$ cat src/dpm_regs.svh
/*
 Register map constants for the drive parameter monitor register bank.
 Assumes one 16-bit holding-register access port on a single system clock.
*/
// Contract
// RL1: Life warning bits: capacitor aged, fan slow
// RL2: Frequency source codes 0..6 and 10
// RL3: Run source accepts codes 1 to 5
// RL4: Panel direction: 0 forward, 1 reverse
// RL5: Analog pair select accepts 0 to 4
// RL6: Auxiliary input role accepts 0 to 3
// RL7: Max 30..400 Hz, base 30..max
// RL8: Braking load rate 0..1000, 0.1 percent
// RL9: Wide values: upper half at lower address
`ifndef DPM_REGS_SVH
`define DPM_REGS_SVH
`define DPM_ENERGY_HI     16'h1013
`define DPM_ENERGY_LO     16'h1014
`define DPM_RUN_HI        16'h1015
`define DPM_RUN_LO        16'h1016
`define DPM_PWR_HI        16'h1017
`define DPM_PWR_LO        16'h1018
`define DPM_HEATSINK      16'h1019
`define DPM_MOTOR_TEMP    16'h101a
`define DPM_LIFE_WARN     16'h101d
`define DPM_DC_BUS        16'h1026
`define DPM_BRAKE_LOAD    16'h1027
`define DPM_THERMAL       16'h1028
`define DPM_PULSE_HI      16'h1034
`define DPM_PULSE_LO      16'h1035
`define DPM_POSCMD_HI     16'h1036
`define DPM_POSCMD_LO     16'h1037
`define DPM_POSACT_HI     16'h1038
`define DPM_POSACT_LO     16'h1039
`define DPM_ACCEL_HI      16'h1103
`define DPM_ACCEL_LO      16'h1104
`define DPM_DECEL_HI      16'h1105
`define DPM_DECEL_LO      16'h1106
`define DPM_DIRECTION     16'h1107
`define DPM_FREQ_SRC      16'h1201
`define DPM_RUN_SRC       16'h1202
`define DPM_BASE_FREQ     16'h1203
`define DPM_MAX_FREQ      16'h1204
`define DPM_ANALOG_PAIR   16'h1205
`define DPM_AUX_ROLE      16'h1206
`define DPM_LIFE_CAP_BIT  0
`define DPM_LIFE_FAN_BIT  1
`define DPM_FREQ_LIM_MIN  16'h001e
`define DPM_FREQ_LIM_MAX  16'h0190
`define DPM_BRAKE_MAX     16'h03e8
`define DPM_FREQ_SRC_MAX6 16'h0006
`define DPM_FREQ_SRC_CALC 16'h000a
`define DPM_RUN_SRC_MIN   16'h0001
`define DPM_RUN_SRC_MAX   16'h0005
`define DPM_PAIR_MAX      16'h0004
`define DPM_AUX_MAX       16'h0003
`define DPM_TIME_MIN      32'h0000_0001
`define DPM_TIME_MAX      32'h0005_7e40
`define DPM_RST_BASE      16'h003c
`define DPM_RST_MAX       16'h003c
`define DPM_RST_ACCEL     32'h0000_0bb8
`endif

$ cat src/dpm_pkg.sv
/*
 Types shared by the drive parameter monitor register bank.
 Assumes the register map header is included alongside.
*/
package dpm_pkg;
	typedef struct packed {
		logic [31:0] energy_total;
		logic [31:0] run_hours;
		logic [31:0] powered_hours;
		logic [15:0] heatsink_temp;
		logic [15:0] motor_temp;
		logic        cap_aged;
		logic        fan_slow;
		logic [15:0] dc_bus;
		logic [15:0] brake_load;
		logic [15:0] thermal_level;
		logic [31:0] position_cmd;
		logic [31:0] position_act;
	} dpm_monitor_t;

	typedef struct packed {
		logic [31:0] accel_time;
		logic [31:0] decel_time;
		logic        reverse;
		logic [3:0]  freq_source;
		logic [2:0]  run_source;
		logic [8:0]  base_freq;
		logic [8:0]  max_freq;
		logic [2:0]  analog_pair;
		logic [1:0]  aux_role;
	} dpm_setting_t;

	typedef enum logic [3:0] {
		DPM_FS_KNOB   = 4'h0,
		DPM_FS_TERM   = 4'h1,
		DPM_FS_PRESET = 4'h2,
		DPM_FS_SERIAL = 4'h3,
		DPM_FS_OPT1   = 4'h4,
		DPM_FS_OPT2   = 4'h5,
		DPM_FS_PULSE  = 4'h6,
		DPM_FS_UNUSED = 4'h7,
		DPM_FS_CALC   = 4'ha
	} dpm_freq_src_t;
endpackage

$ cat src/dpm_param_bank.sv
/*
 Holding-register bank of a motor drive: monitors, basic settings, function-mode selectors.
 Assumes a serial front end on the same clock presents one 16-bit access per strobe.
*/
`timescale 1ns/1ps
`include "dpm_regs.svh"
module dpm_param_bank
	import dpm_pkg::*;
(
	// Clock and reset
	input  wire logic         sys_clk_i,
	input  wire logic         srst_i,
	// Register access from the serial front end
	input  wire logic         reg_wr_i,
	input  wire logic         reg_rd_i,
	input  wire logic [15:0]  reg_addr_i,
	input  wire logic [15:0]  reg_wdata_i,
	output logic [15:0]       reg_rdata_o,
	output logic              reg_ack_o,
	output logic              reg_err_o,
	// Drive state and settings
	input  wire dpm_monitor_t mon_i,
	input  wire logic         pulse_inc_i,
	output dpm_setting_t      set_o,
	output logic [31:0]       pulse_count_o
);
	dpm_setting_t set_r;
	logic [31:0]  pulse_r;
	logic [15:0]  hold_r;
	logic [15:0]  rdata_r;
	logic         ack_r;
	logic         err_r;
	logic [15:0]  rd_mux;
	logic         rd_hit;
	logic [31:0]  hi_word;
	logic [31:0]  lo_word;

	wire logic [15:0] wd = reg_wdata_i;
	wire logic [31:0] wide_wr = {hold_r, wd};
	wire logic time_ok = (wide_wr >= `DPM_TIME_MIN) && (wide_wr <= `DPM_TIME_MAX);
	// RL2 source code check
	wire logic fs_ok = (wd <= `DPM_FREQ_SRC_MAX6) || (wd == `DPM_FREQ_SRC_CALC);
	// RL3 run source range
	wire logic rs_ok = (wd >= `DPM_RUN_SRC_MIN) && (wd <= `DPM_RUN_SRC_MAX);
	// RL4 direction is one bit
	wire logic dir_ok = (wd[15:1] == 15'h0000);
	// RL5 pair range
	wire logic ap_ok = (wd <= `DPM_PAIR_MAX);
	// RL6 role range
	wire logic ar_ok = (wd <= `DPM_AUX_MAX);
	// RL7 frequency limits
	wire logic mx_ok = (wd >= `DPM_FREQ_LIM_MIN) && (wd <= `DPM_FREQ_LIM_MAX) && (wd >= {7'h00, set_r.base_freq});
	wire logic bs_ok = (wd >= `DPM_FREQ_LIM_MIN) && (wd <= {7'h00, set_r.max_freq});

	// RL9 upper half first at lower address
	assign hi_word = {16'h0000, hold_r};
	wire logic wr_hi  = reg_wr_i && ((reg_addr_i == `DPM_PULSE_HI) || (reg_addr_i == `DPM_ACCEL_HI) ||
		(reg_addr_i == `DPM_DECEL_HI));
	wire logic wr_pl  = reg_wr_i && (reg_addr_i == `DPM_PULSE_LO);
	// RL9 low half commits the pair
	wire logic wr_acc = reg_wr_i && (reg_addr_i == `DPM_ACCEL_LO) && time_ok;
	wire logic wr_dec = reg_wr_i && (reg_addr_i == `DPM_DECEL_LO) && time_ok;
	// RL4 direction write
	wire logic wr_dir = reg_wr_i && (reg_addr_i == `DPM_DIRECTION) && dir_ok;
	// RL2 source write
	wire logic wr_fs  = reg_wr_i && (reg_addr_i == `DPM_FREQ_SRC) && fs_ok;
	// RL3 run source write
	wire logic wr_rs  = reg_wr_i && (reg_addr_i == `DPM_RUN_SRC) && rs_ok;
	// RL7 frequency writes
	wire logic wr_bs  = reg_wr_i && (reg_addr_i == `DPM_BASE_FREQ) && bs_ok;
	wire logic wr_mx  = reg_wr_i && (reg_addr_i == `DPM_MAX_FREQ) && mx_ok;
	// RL5 pair write
	wire logic wr_ap  = reg_wr_i && (reg_addr_i == `DPM_ANALOG_PAIR) && ap_ok;
	// RL6 role write
	wire logic wr_ar  = reg_wr_i && (reg_addr_i == `DPM_AUX_ROLE) && ar_ok;
	wire logic wr_ok  = wr_hi || wr_pl || wr_acc || wr_dec || wr_dir || wr_fs || wr_rs || wr_bs || wr_mx ||
		wr_ap || wr_ar;
	// Low half of a wide monitor is latched on the high read so a pair stays consistent
	wire logic rd_wide_hi = (reg_addr_i == `DPM_ENERGY_HI) || (reg_addr_i == `DPM_RUN_HI) ||
		(reg_addr_i == `DPM_PWR_HI) || (reg_addr_i == `DPM_PULSE_HI) || (reg_addr_i == `DPM_POSCMD_HI) ||
		(reg_addr_i == `DPM_POSACT_HI);
	// RL8 clamp to full scale
	wire logic [15:0] brake_v = (mon_i.brake_load > `DPM_BRAKE_MAX) ? `DPM_BRAKE_MAX : mon_i.brake_load;
	// RL1 warning bits only
	wire logic [15:0] life_v = {14'h0000, mon_i.fan_slow, mon_i.cap_aged};

	always_comb begin
		rd_mux = 16'h0000;
		rd_hit = 1'b1;
		lo_word = 32'h0000_0000;
		case (reg_addr_i)
			`DPM_ENERGY_HI: begin
				rd_mux  = mon_i.energy_total[31:16];
				lo_word = mon_i.energy_total;
			end
			`DPM_RUN_HI: begin
				rd_mux  = mon_i.run_hours[31:16];
				lo_word = mon_i.run_hours;
			end
			`DPM_PWR_HI: begin
				rd_mux  = mon_i.powered_hours[31:16];
				lo_word = mon_i.powered_hours;
			end
			`DPM_PULSE_HI: begin
				rd_mux  = pulse_r[31:16];
				lo_word = pulse_r;
			end
			`DPM_POSCMD_HI: begin
				rd_mux  = mon_i.position_cmd[31:16];
				lo_word = mon_i.position_cmd;
			end
			`DPM_POSACT_HI: begin
				rd_mux  = mon_i.position_act[31:16];
				lo_word = mon_i.position_act;
			end
			// RL9 low half comes from the snapshot
			`DPM_ENERGY_LO,
			`DPM_RUN_LO,
			`DPM_PWR_LO,
			`DPM_PULSE_LO,
			`DPM_POSCMD_LO,
			`DPM_POSACT_LO: rd_mux = hi_word[15:0];
			`DPM_HEATSINK:  rd_mux = mon_i.heatsink_temp;
			`DPM_MOTOR_TEMP: rd_mux = mon_i.motor_temp;
			`DPM_LIFE_WARN: rd_mux = life_v;
			`DPM_DC_BUS:    rd_mux = mon_i.dc_bus;
			`DPM_BRAKE_LOAD: rd_mux = brake_v;
			`DPM_THERMAL:   rd_mux = mon_i.thermal_level;
			`DPM_ACCEL_HI:  rd_mux = set_r.accel_time[31:16];
			`DPM_ACCEL_LO:  rd_mux = set_r.accel_time[15:0];
			`DPM_DECEL_HI:  rd_mux = set_r.decel_time[31:16];
			`DPM_DECEL_LO:  rd_mux = set_r.decel_time[15:0];
			`DPM_DIRECTION: rd_mux = {15'h0000, set_r.reverse};
			`DPM_FREQ_SRC:  rd_mux = {12'h000, set_r.freq_source};
			`DPM_RUN_SRC:   rd_mux = {13'h0000, set_r.run_source};
			`DPM_BASE_FREQ: rd_mux = {7'h00, set_r.base_freq};
			`DPM_MAX_FREQ:  rd_mux = {7'h00, set_r.max_freq};
			`DPM_ANALOG_PAIR: rd_mux = {13'h0000, set_r.analog_pair};
			`DPM_AUX_ROLE:  rd_mux = {14'h0000, set_r.aux_role};
			default:        rd_hit = 1'b0;
		endcase
	end

	always_ff @(posedge sys_clk_i) begin
		if (srst_i) begin
			set_r <= '{
				accel_time:  `DPM_RST_ACCEL,
				decel_time:  `DPM_RST_ACCEL,
				reverse:     1'b0,
				freq_source: 4'h0,
				run_source:  3'(`DPM_RUN_SRC_MIN),
				base_freq:   9'(`DPM_RST_BASE),
				max_freq:    9'(`DPM_RST_MAX),
				analog_pair: 3'h0,
				aux_role:    2'h0
			};
			pulse_r <= 32'h0000_0000;
			hold_r  <= 16'h0000;
			rdata_r <= 16'h0000;
			ack_r   <= 1'b0;
			err_r   <= 1'b0;
		end else begin
			ack_r <= reg_wr_i || reg_rd_i;
			err_r <= (reg_wr_i && !wr_ok) || (reg_rd_i && !rd_hit);
			if (reg_rd_i)
				rdata_r <= rd_hit ? rd_mux : 16'h0000;
			if (wr_hi)
				hold_r <= wd;
			else if (reg_rd_i && rd_wide_hi)
				hold_r <= lo_word[15:0];
			// RL9 write beats a same-cycle increment
			if (wr_pl)
				pulse_r <= wide_wr;
			else if (pulse_inc_i)
				pulse_r <= pulse_r + 32'h0000_0001;
			if (wr_acc)
				set_r.accel_time <= wide_wr;
			if (wr_dec)
				set_r.decel_time <= wide_wr;
			if (wr_dir)
				set_r.reverse <= wd[0];
			if (wr_fs)
				set_r.freq_source <= wd[3:0];
			if (wr_rs)
				set_r.run_source <= wd[2:0];
			if (wr_bs)
				set_r.base_freq <= wd[8:0];
			if (wr_mx)
				set_r.max_freq <= wd[8:0];
			if (wr_ap)
				set_r.analog_pair <= wd[2:0];
			if (wr_ar)
				set_r.aux_role <= wd[1:0];
		end
	end

	assign reg_rdata_o   = rdata_r;
	assign reg_ack_o     = ack_r;
	assign reg_err_o     = err_r;
	assign set_o         = set_r;
	assign pulse_count_o = pulse_r;

	a_max_freq_range: assert property (@(posedge sys_clk_i) disable iff (srst_i) // RL7
		(set_r.max_freq >= 9'(`DPM_FREQ_LIM_MIN)) && (set_r.max_freq <= 9'(`DPM_FREQ_LIM_MAX)))
		else $error("max frequency out of range");
	a_base_below_max: assert property (@(posedge sys_clk_i) disable iff (srst_i) // RL7
		(set_r.base_freq >= 9'(`DPM_FREQ_LIM_MIN)) && (set_r.base_freq <= set_r.max_freq)) else $error("base above max");
	a_run_src_range: assert property (@(posedge sys_clk_i) disable iff (srst_i) // RL3
		(set_r.run_source >= 3'(`DPM_RUN_SRC_MIN)) && (set_r.run_source <= 3'(`DPM_RUN_SRC_MAX)))
		else $error("run source out of range");
	a_freq_src_code: assert property (@(posedge sys_clk_i) disable iff (srst_i) // RL2
		(set_r.freq_source <= 4'(`DPM_FREQ_SRC_MAX6)) || (set_r.freq_source == 4'(`DPM_FREQ_SRC_CALC)))
		else $error("bad frequency source");
	a_pair_range: assert property (@(posedge sys_clk_i) disable iff (srst_i) // RL5
		set_r.analog_pair <= 3'(`DPM_PAIR_MAX)) else $error("analog pair out of range");
	a_dir_write: assert property (@(posedge sys_clk_i) disable iff (srst_i) // RL4
		wr_dir |=> (set_r.reverse == $past(reg_wdata_i[0]))) else $error("direction not stored");
	a_brake_read: assert property (@(posedge sys_clk_i) disable iff (srst_i) // RL8
		(reg_rd_i && reg_addr_i == `DPM_BRAKE_LOAD) |=> (reg_rdata_o <= `DPM_BRAKE_MAX)) else $error("brake rate over scale");
	a_life_read: assert property (@(posedge sys_clk_i) disable iff (srst_i) // RL1
		(reg_rd_i && reg_addr_i == `DPM_LIFE_WARN) |=> (reg_rdata_o[15:2] == 14'h0000) && reg_ack_o)
		else $error("life warning bad bits");
	a_pair_read: assert property (@(posedge sys_clk_i) disable iff (srst_i) // RL9
		(reg_rd_i && reg_addr_i == `DPM_PULSE_HI) ##2 (reg_rd_i && reg_addr_i == `DPM_PULSE_LO)
		|=> (reg_rdata_o == $past(pulse_r[15:0], 3))) else $error("wide pair not consistent");
	a_aux_range: assert property (@(posedge sys_clk_i) disable iff (srst_i) // RL6
		set_r.aux_role <= 2'(`DPM_AUX_MAX)) else $error("aux role out of range");

	// Handshake: one answer per strobe, nothing in between
	a_ack_follows: assert property (@(posedge sys_clk_i) disable iff (srst_i) // RL9
		(reg_wr_i || reg_rd_i) |=> reg_ack_o)
		else $error("no ack after strobe");
	a_ack_only_strobe: assert property (@(posedge sys_clk_i) disable iff (srst_i) // RL9
		!(reg_wr_i || reg_rd_i) |=> !reg_ack_o)
		else $error("ack without strobe");
	a_err_with_ack: assert property (@(posedge sys_clk_i) disable iff (srst_i) // RL9
		reg_err_o |-> reg_ack_o)
		else $error("err without ack");
	a_rdata_holds: assert property (@(posedge sys_clk_i) disable iff (srst_i) // RL9
		!reg_rd_i |=> $stable(reg_rdata_o))
		else $error("read data moved without read");
	a_unmapped_read: assert property (@(posedge sys_clk_i) disable iff (srst_i) // RL9
		(reg_rd_i && !rd_hit) |=> (reg_rdata_o == 16'h0000) && reg_err_o)
		else $error("unmapped read not refused");
	a_ro_write_refused: assert property (@(posedge sys_clk_i) disable iff (srst_i) // RL8
		(reg_wr_i && reg_addr_i == `DPM_BRAKE_LOAD) |=> reg_err_o)
		else $error("read-only write accepted");
	a_life_bits: assert property (@(posedge sys_clk_i) disable iff (srst_i) // RL1
		(reg_rd_i && reg_addr_i == `DPM_LIFE_WARN) |=> (reg_rdata_o[1:0] == $past({mon_i.fan_slow, mon_i.cap_aged})))
		else $error("life warning bits wrong");
	a_brake_value: assert property (@(posedge sys_clk_i) disable iff (srst_i) // RL8
		(reg_rd_i && reg_addr_i == `DPM_BRAKE_LOAD && mon_i.brake_load <= `DPM_BRAKE_MAX) |=> (reg_rdata_o == $past(mon_i.brake_load)))
		else $error("brake rate not passed");
	a_brake_clamp: assert property (@(posedge sys_clk_i) disable iff (srst_i) // RL8
		(reg_rd_i && reg_addr_i == `DPM_BRAKE_LOAD && mon_i.brake_load > `DPM_BRAKE_MAX) |=> (reg_rdata_o == `DPM_BRAKE_MAX))
		else $error("brake rate not clamped");
	a_dir_refused: assert property (@(posedge sys_clk_i) disable iff (srst_i) // RL4
		(reg_wr_i && reg_addr_i == `DPM_DIRECTION && !dir_ok) |=> $stable(set_r.reverse) && reg_err_o)
		else $error("bad direction accepted");
	a_fs_write: assert property (@(posedge sys_clk_i) disable iff (srst_i) // RL2
		wr_fs |=> (set_r.freq_source == $past(reg_wdata_i[3:0])))
		else $error("frequency source not stored");
	a_fs_refused: assert property (@(posedge sys_clk_i) disable iff (srst_i) // RL2
		(reg_wr_i && reg_addr_i == `DPM_FREQ_SRC && !fs_ok) |=> $stable(set_r.freq_source) && reg_err_o)
		else $error("bad frequency source accepted");
	a_rs_write: assert property (@(posedge sys_clk_i) disable iff (srst_i) // RL3
		wr_rs |=> (set_r.run_source == $past(reg_wdata_i[2:0])))
		else $error("run source not stored");
	a_rs_refused: assert property (@(posedge sys_clk_i) disable iff (srst_i) // RL3
		(reg_wr_i && reg_addr_i == `DPM_RUN_SRC && !rs_ok) |=> $stable(set_r.run_source) && reg_err_o)
		else $error("bad run source accepted");
	a_pair_write: assert property (@(posedge sys_clk_i) disable iff (srst_i) // RL5
		wr_ap |=> (set_r.analog_pair == $past(reg_wdata_i[2:0])))
		else $error("analog pair not stored");
	a_pair_refused: assert property (@(posedge sys_clk_i) disable iff (srst_i) // RL5
		(reg_wr_i && reg_addr_i == `DPM_ANALOG_PAIR && !ap_ok) |=> $stable(set_r.analog_pair) && reg_err_o)
		else $error("bad analog pair accepted");
	a_aux_write: assert property (@(posedge sys_clk_i) disable iff (srst_i) // RL6
		wr_ar |=> (set_r.aux_role == $past(reg_wdata_i[1:0])))
		else $error("aux role not stored");
	a_aux_refused: assert property (@(posedge sys_clk_i) disable iff (srst_i) // RL6
		(reg_wr_i && reg_addr_i == `DPM_AUX_ROLE && !ar_ok) |=> $stable(set_r.aux_role) && reg_err_o)
		else $error("bad aux role accepted");
	a_max_refused: assert property (@(posedge sys_clk_i) disable iff (srst_i) // RL7
		(reg_wr_i && reg_addr_i == `DPM_MAX_FREQ && !mx_ok) |=> $stable(set_r.max_freq) && reg_err_o)
		else $error("bad max frequency accepted");
	a_base_refused: assert property (@(posedge sys_clk_i) disable iff (srst_i) // RL7
		(reg_wr_i && reg_addr_i == `DPM_BASE_FREQ && !bs_ok) |=> $stable(set_r.base_freq) && reg_err_o)
		else $error("bad base frequency accepted");

	// Wide pairs: the high half waits in hold until the low half lands
	a_hold_capture: assert property (@(posedge sys_clk_i) disable iff (srst_i) // RL9
		wr_hi |=> (hold_r == $past(reg_wdata_i)))
		else $error("high half not held");
	a_accel_commit: assert property (@(posedge sys_clk_i) disable iff (srst_i) // RL9
		wr_acc |=> (set_r.accel_time == $past(wide_wr)))
		else $error("accel pair not committed");
	a_decel_commit: assert property (@(posedge sys_clk_i) disable iff (srst_i) // RL9
		wr_dec |=> (set_r.decel_time == $past(wide_wr)))
		else $error("decel pair not committed");
	a_time_refused: assert property (@(posedge sys_clk_i) disable iff (srst_i) // RL9
		(reg_wr_i && reg_addr_i == `DPM_ACCEL_LO && !time_ok) |=> $stable(set_r.accel_time) && reg_err_o)
		else $error("bad accel time accepted");
	a_pulse_write_wins: assert property (@(posedge sys_clk_i) disable iff (srst_i) // RL9
		wr_pl |=> (pulse_r == $past(wide_wr)))
		else $error("pulse write lost");
	a_pulse_incr: assert property (@(posedge sys_clk_i) disable iff (srst_i) // RL9
		(pulse_inc_i && !wr_pl) |=> (pulse_r == $past(pulse_r) + 32'h0000_0001))
		else $error("pulse count not advanced");
endmodule // dpm_param_bank

$ cat config.mk
export PLATFORM = sky130hd
export DESIGN_NAME = dpm_param_bank
export DESIGN_NICKNAME = d
export VERILOG_FILES = /design/src/dpm_pkg.sv /design/src/dpm_param_bank.sv
export VERILOG_INCLUDE_DIRS = /design/src /design/src/src
export SDC_FILE = /design/constraint.sdc
export NUM_CORES = 1
export LEC_CHECK = 0
export ABC_CLOCK_PERIOD_IN_PS = 3500
export BUFFER_PORTS_ARGS = -buffer_cell sky130_fd_sc_hd__buf_2
export CELL_PAD_IN_SITES_DETAIL_PLACEMENT = 0
export CELL_PAD_IN_SITES_GLOBAL_PLACEMENT = 1
export CORE_ASPECT_RATIO = 0.7
export CORE_MARGIN = 2
export CORE_UTILIZATION = 35
export CTS_BUF_LIST = sky130_fd_sc_hd__clkbuf_16
export DETAILED_ROUTE_END_ITERATION = 7
export PLACE_DENSITY_LB_ADDON = 0.1
export SYNTH_ARGS = -nofsm -noshare
export SYNTH_HDL_FRONTEND = slang
export SYNTH_SLANG_ARGS = --single-unit
$ cat constraint.sdc
create_clock -name sys_clk_i -period 3.5 [get_ports sys_clk_i]
set_input_delay 0.7 -clock sys_clk_i [delete_from_list [all_inputs] [get_ports sys_clk_i]]
set_output_delay 0.7 -clock sys_clk_i [all_outputs]
set_load 0.02 [all_outputs]
-- Word-level counts from Yosys, hierarchy flattened
Cells that the tools add are included.
- flip-flop bits (word level): 161
- input bits: 279
- multiplexer cells: 9
- add/sub/neg operators: 1
- reductions and logical operators: 55
- magnitude comparators: 12
- eq/ne operators: 30
- operators by type and width (cell ; number):
    $eq A16 B13 Y1 const B ; 29
    $pmux W16 S24 ; 1
    $pmux W16 S6 ; 1
    $mux W16 ; 4
    $mux W32 ; 2
    $le A16 B3 Y1 const B ; 3
    $add A32 B1 Y32 const B ; 1
    $ge A32 B1 Y1 const B ; 1
    $le A32 B19 Y1 const B ; 1
    $reduce_or A29 Y1 ; 1
    $logic_and A1 B1 Y1 ; 28
    $logic_or A1 B1 Y1 ; 20
    $eq A16 B4 Y1 const B ; 1
    $ge A16 B1 Y1 const B ; 1
    $ge A16 B5 Y1 const B ; 1
    $ge A16 B9 Y1 ; 1
    $gt A16 B10 Y1 const B ; 1
    $le A16 B2 Y1 const B ; 1
    $le A16 B9 Y1 ; 1
    $le A16 B9 Y1 const B ; 1
    $logic_not A15 Y1 ; 1
    $reduce_or A6 Y1 ; 1
    $reduce_bool A2 Y1 ; 2
    $logic_not A1 Y1 ; 2
    $mux W1 ; 1

-- Logic depth before layout (Yosys ltp)
- depth after elaboration: 17
- depth in mapped cells: 11
- depth with buffers taken out: 9

-- Worst setup path before layout
OpenSTA, ideal clock, no wires.
- path type: input port to flip-flop
- start: in reg_addr_i[15]
- end: reg err_r (netlist: reg_err_o)
- slack: 740 ps
- stages: 7
- required time: 3375 ps
- arrival: 2635 ps
- path buffers: 1
- cell sequence: or4_1 -> buf_6 -> or3_1 -> or3_1 -> or4_1 -> nand4b_1 -> o32ai_1
- word-level cells in the longest chain between the ends: 17
- ends and longest elaborated chain (what ; RTL line ; text):
    start, declared ; dpm_param_bank.sv:16 ; input wire logic [15:0] reg_addr_i,
    $eq A16 B13 Y1 ; dpm_param_bank.sv:91 ; case (reg_addr_i)
    $logic_or A1 B1 Y1 (2 in series) ; dpm_param_bank.sv:57 ; wire logic wr_hi = reg_wr_i && ((reg_addr_i == `DPM_PULSE_HI) || (reg_addr_i == `DPM_ACCEL_HI) ||
    $logic_and A1 B1 Y1 ; dpm_param_bank.sv:57 ;
    $logic_or A1 B1 Y1 (9 in series) ; dpm_param_bank.sv:76 ; wire logic wr_ok = wr_hi || wr_pl || wr_acc || wr_dec || wr_dir || wr_fs || wr_rs || wr_bs || wr_mx ||
    $logic_or A1 B1 Y1 ; dpm_param_bank.sv:77 ; wr_ap || wr_ar;
    $logic_not A1 Y1 ; dpm_param_bank.sv:164 ; err_r <= (reg_wr_i && !wr_ok) || (reg_rd_i && !rd_hit);
    $logic_and A1 B1 Y1 ; dpm_param_bank.sv:164 ;
    $logic_or A1 B1 Y1 * ; dpm_param_bank.sv:164 ;
    end signal, assigned ; dpm_param_bank.sv:164 ;
    end, declared ; dpm_param_bank.sv:32 ; logic err_r;
Every way passes the cells marked *; elsewhere a longest branch is shown, timed or not.
A chain may end at the register's enable or synchronous reset.

-- Final worst setup path
- start: in reg_addr_i[9]
- end: reg rdata_r[5] (netlist: reg_rdata_o[5])
- word-level cells in the longest chain between the ends: 4
- ends and longest elaborated chain (what ; RTL line ; text):
    $eq A16 B13 Y1 ; dpm_param_bank.sv:91 ;
    $reduce_or A6 Y1 or $reduce_or A29 Y1 (tied branches) ; -- ;
    $pmux W16 S24 or $mux W1 (tied branches) ; dpm_param_bank.sv:91 ;
    $mux W16 * ; dpm_param_bank.sv:166 ; rdata_r <= rd_hit ? rd_mux : 16'h0000;
    end signal, assigned ; dpm_param_bank.sv:166 ;
    end, declared ; dpm_param_bank.sv:30 ; logic [15:0] rdata_r;
Marked as above.

==> summary.md <==
| Metric | Value |
|---|---|
| Yosys reg bits | 161 |
| Core ar. | 0.0280 sq mm |
| Synthesized area | 0.0101 sq mm |
| Mean area per synthesized cell | 8.20 sq um |
| Final Power | 4080 uW |
| Area post-placement | 0.0129 sq mm |
| Yosys top cell area share | 0.320 |
| Fin crit share | 0.808 |
| Total gr overflow | 0 |
| Vias per std cell | 6.06 |
| Clk_skew | 0.00782 ns |
| Peak supply drop | 0.000330 V |
| Row count | 51 |
| DR pass1 iterations | 8 |
| Final setup vio count | 0 |
| Ys Warns | 0 |
| Post-synth EDFFs | 0 |
| Tightest Hold Check Type | reg -> reg |
| R2R Path End | pulse_count_o[23]$_SDFFE_PP0P_ |
| Violated checks | design-rule violations |
| Share of layout cells above drive strength 1 | 0.339 |
| Max Slew Vio Count | 0 |
| CTS resizes | 0 |
| Most frequent cells after synthesis | dfxtp_1 (161), nand2_1 (142), nor2_1 (106) |
| Ports | 424 |
| Final WS setup | 0.672 ns |
| Die Y-Extent | 146 microns |
| Root Buffer Master | clkbuf_16 |
| Post-synth ARST share | 0 |
| H-tree Lvls | 4 |
| Worst r2r src | pulse_count_o[2]$_SDFFE_PP0P_ |
| CTS tree | done |
| Pwr Density | 304 mW/mm^2 |
| Finished Cell Area | 0.0134 sq mm |
| Post-Syn Nets | 1525 |
| Antenna violations before repair | 6 |
| Yosys cell types | 82 |
| Vias in the first global route | 11600 |
| Routability cong. | 0.983 |
| Detail Route Antenna Nets | 0 |
| Pre-CTS WS | 0.274 ns |
| Max_cap viols | 0 |
| Syn Inst Count | 1227 |
| Final HPWL DP | 43300 microns |
| Worst Setup SP | reg_addr_i[9] |
| Clock-pin slew on the worst setup and hold paths | 0.07 ns |
| Num CTS Buffers | 17 |
| Seq/Total Area, Yosys | 0.320 |
| DR WL/cell | 27.4 microns |
| Worst-case clock buffer depth | 2 |
| Final cell count without fillers | 2044 |
| IO buf count | 423 |
| Clock Latency Late Sink | 0.44 ns |
| Headroom to the max-slew limit | 0.377 |
| RSZ-0062 raised after global routing | no |
| Final nets | 1953 |
| All-Layer GR Usage | 0.358 |
| Flop2flop setup slack | 1.08 ns |
| CP Capture Type | register |
| Area grow syn2layout | 33.6% |
| Hold Crit Depth | 2 |
| Critical path class | in -> reg |
| Fillers | 2884 |
| Largest net degree at the start of global routing | 74 |
| Post-route minimum period | 2.83 ns |
| Hold endpoint | reg_rdata_o[11]$_SDFFE_PP0P_ |
| Hold Crit Start | reg_rdata_o[11]$_SDFFE_PP0P_ |
| Post-placement cell count | 2007 |
| Max Fclk | 354 MHz |
| Postcts setup bufs | 0 |
| Setup TNS | 0 ns |
| Main area contributors after synthesis | dfxtp_1 (32%), a22oi_1 (7.4%), mux2i_1 (5.7%) |
| Crit Path Max Fanout | 16 |
| Path depth of the worst reg2reg path | 6 |
| DRC | 2 |
| Data arrival, critical path | 3.18 ns |
| Startpoint Class | input pin |
| Total Wirelength | 56000 microns |
| CTS Sinks | 161 |
| Die Area | 0.0301 sq mm |
| Worst-Margin Slew | 0.934 ns |
| First-pass GRT wire length | 79300 microns |
| Synth Flop Type | dfxtp_1 |
| Outcome | finished with violations |
| Area leader, netlist | dfxtp_1 |
| Initial Util | 0.359 |
| Vias | 12400 |
| Count leader, synth | dfxtp_1 |
| Hold Vio Cnt, Final | 0 |
| Worst Path Required | 3.86 ns |
| CTS Hold Buffers Added | 0 |
| Die W | 207 microns |
| Starting DRT DRC Count | 1567 |
| P_leak | 0.00618 uW |
==> worst max path at each step <==
stage                                  endpoint  slack [ns]  cells past startpoint
finish              reg_rdata_o[5]$_SDFFE_PP0P_        0.67                     10
global route        reg_rdata_o[5]$_SDFFE_PP0P_        0.59                     10
CTS                 reg_rdata_o[5]$_SDFFE_PP0P_        0.73                     10
detailed placement  reg_rdata_o[5]$_SDFFE_PP0P_        0.27                     10
global placement    reg_rdata_o[5]$_SDFFE_PP0P_        0.31                     10
floorplan                  reg_err_o$_SDFF_PP0_        0.74                      7
==> logic make-up (layout without fill, tap and decap cells) <==
kind of cell    count (synthesis)  in the layout  synth area share
compound gates                322            322             0.241
xor+xnor                       32             32            0.0279
fa+ha+maj                      19             19            0.0236
buf+inv                       124            565            0.0558
flops                         161            161             0.320
mux                            58             58            0.0578
other cells                     0              5                 0
simple gates                  511            511             0.273
==> stage by stage <==
| step | hold WS (ns) | utilization |
|---|---|---|
| floorplan | 0.494 | - |
| global placement | 0.422 | 0.460 |
| detailed placement | 0.433 | 0.460 |
| CTS | 0.443 | 0.479 |
| global route | 0.471 | 0.480 |
| finish | 0.436 | 0.480 |
==> registers in the layout (all words and copies together), names as in the netlist <==
signal         cells
reg_rdata_o       16
pulse_count_o     32
reg_err_o          1
hold_r            16
set_o             95
reg_ack_o          1
==> metal layers <==
| layer | wire (microns) | global-route usage |
|---|---|---|
| met3 | 6080 | 0.0822 |
| met5 | 13 | 0 |
| met2 | 23900 | 0.527 |
| met1 | 24400 | 0.510 |
| met4 | 1590 | 0.118 |
==> cells in the final DEF (no fill, tap or decap), types with 23 or more instances in the layout <==
| cell type | synthesis | layout |
|---|---|---|
| nand3_1 | 50 | 50 |
| inv_1 | 23 | 23 |
| mux2i_1 | 57 | 57 |
| buf_4 | 9 | 82 |
| dfxtp_1 | 161 | 161 |
| nor3_1 | 33 | 33 |
| a21oi_1 | 31 | 31 |
| a22oi_1 | 99 | 99 |
| buf_2 | 26 | 423 |
| nand2_1 | 142 | 142 |
| nor2_1 | 106 | 106 |
| and3_1 | 38 | 38 |
| nand4_1 | 25 | 25 |
| a211oi_1 | 41 | 41 |
==> power by group <==
part	switching (uW)	internal, uW	total, uW
clock	827	970	1800
sequential	8.17	1840	1840
combinational	264	178	443
total	1100	2990	4080
==> worst max-delay path, stage by stage <==
cell and delay (ns):
buf_2 0.14, or4_1 0.62, buf_4 0.20, or3_4 0.41, nor3_4 0.15, buf_4 0.35
a22o_1 0.20, a221oi_1 0.04, and4_1 0.20, a22oi_1 0.14
==> cell type report <==
cell class                 count  area (sq um)  area share
inverter                      24          90.1     0.00670
timing repair buffer         509          2810       0.209
tap                          371           464      0.0345
clock inverter                15           121     0.00903
antenna                        5          12.5    0.000931
clock buffer                  17           425      0.0317
multi-input combinational    942          6290       0.468
sequential                   161          3220       0.240
Power figures use the tool's default switching activity.
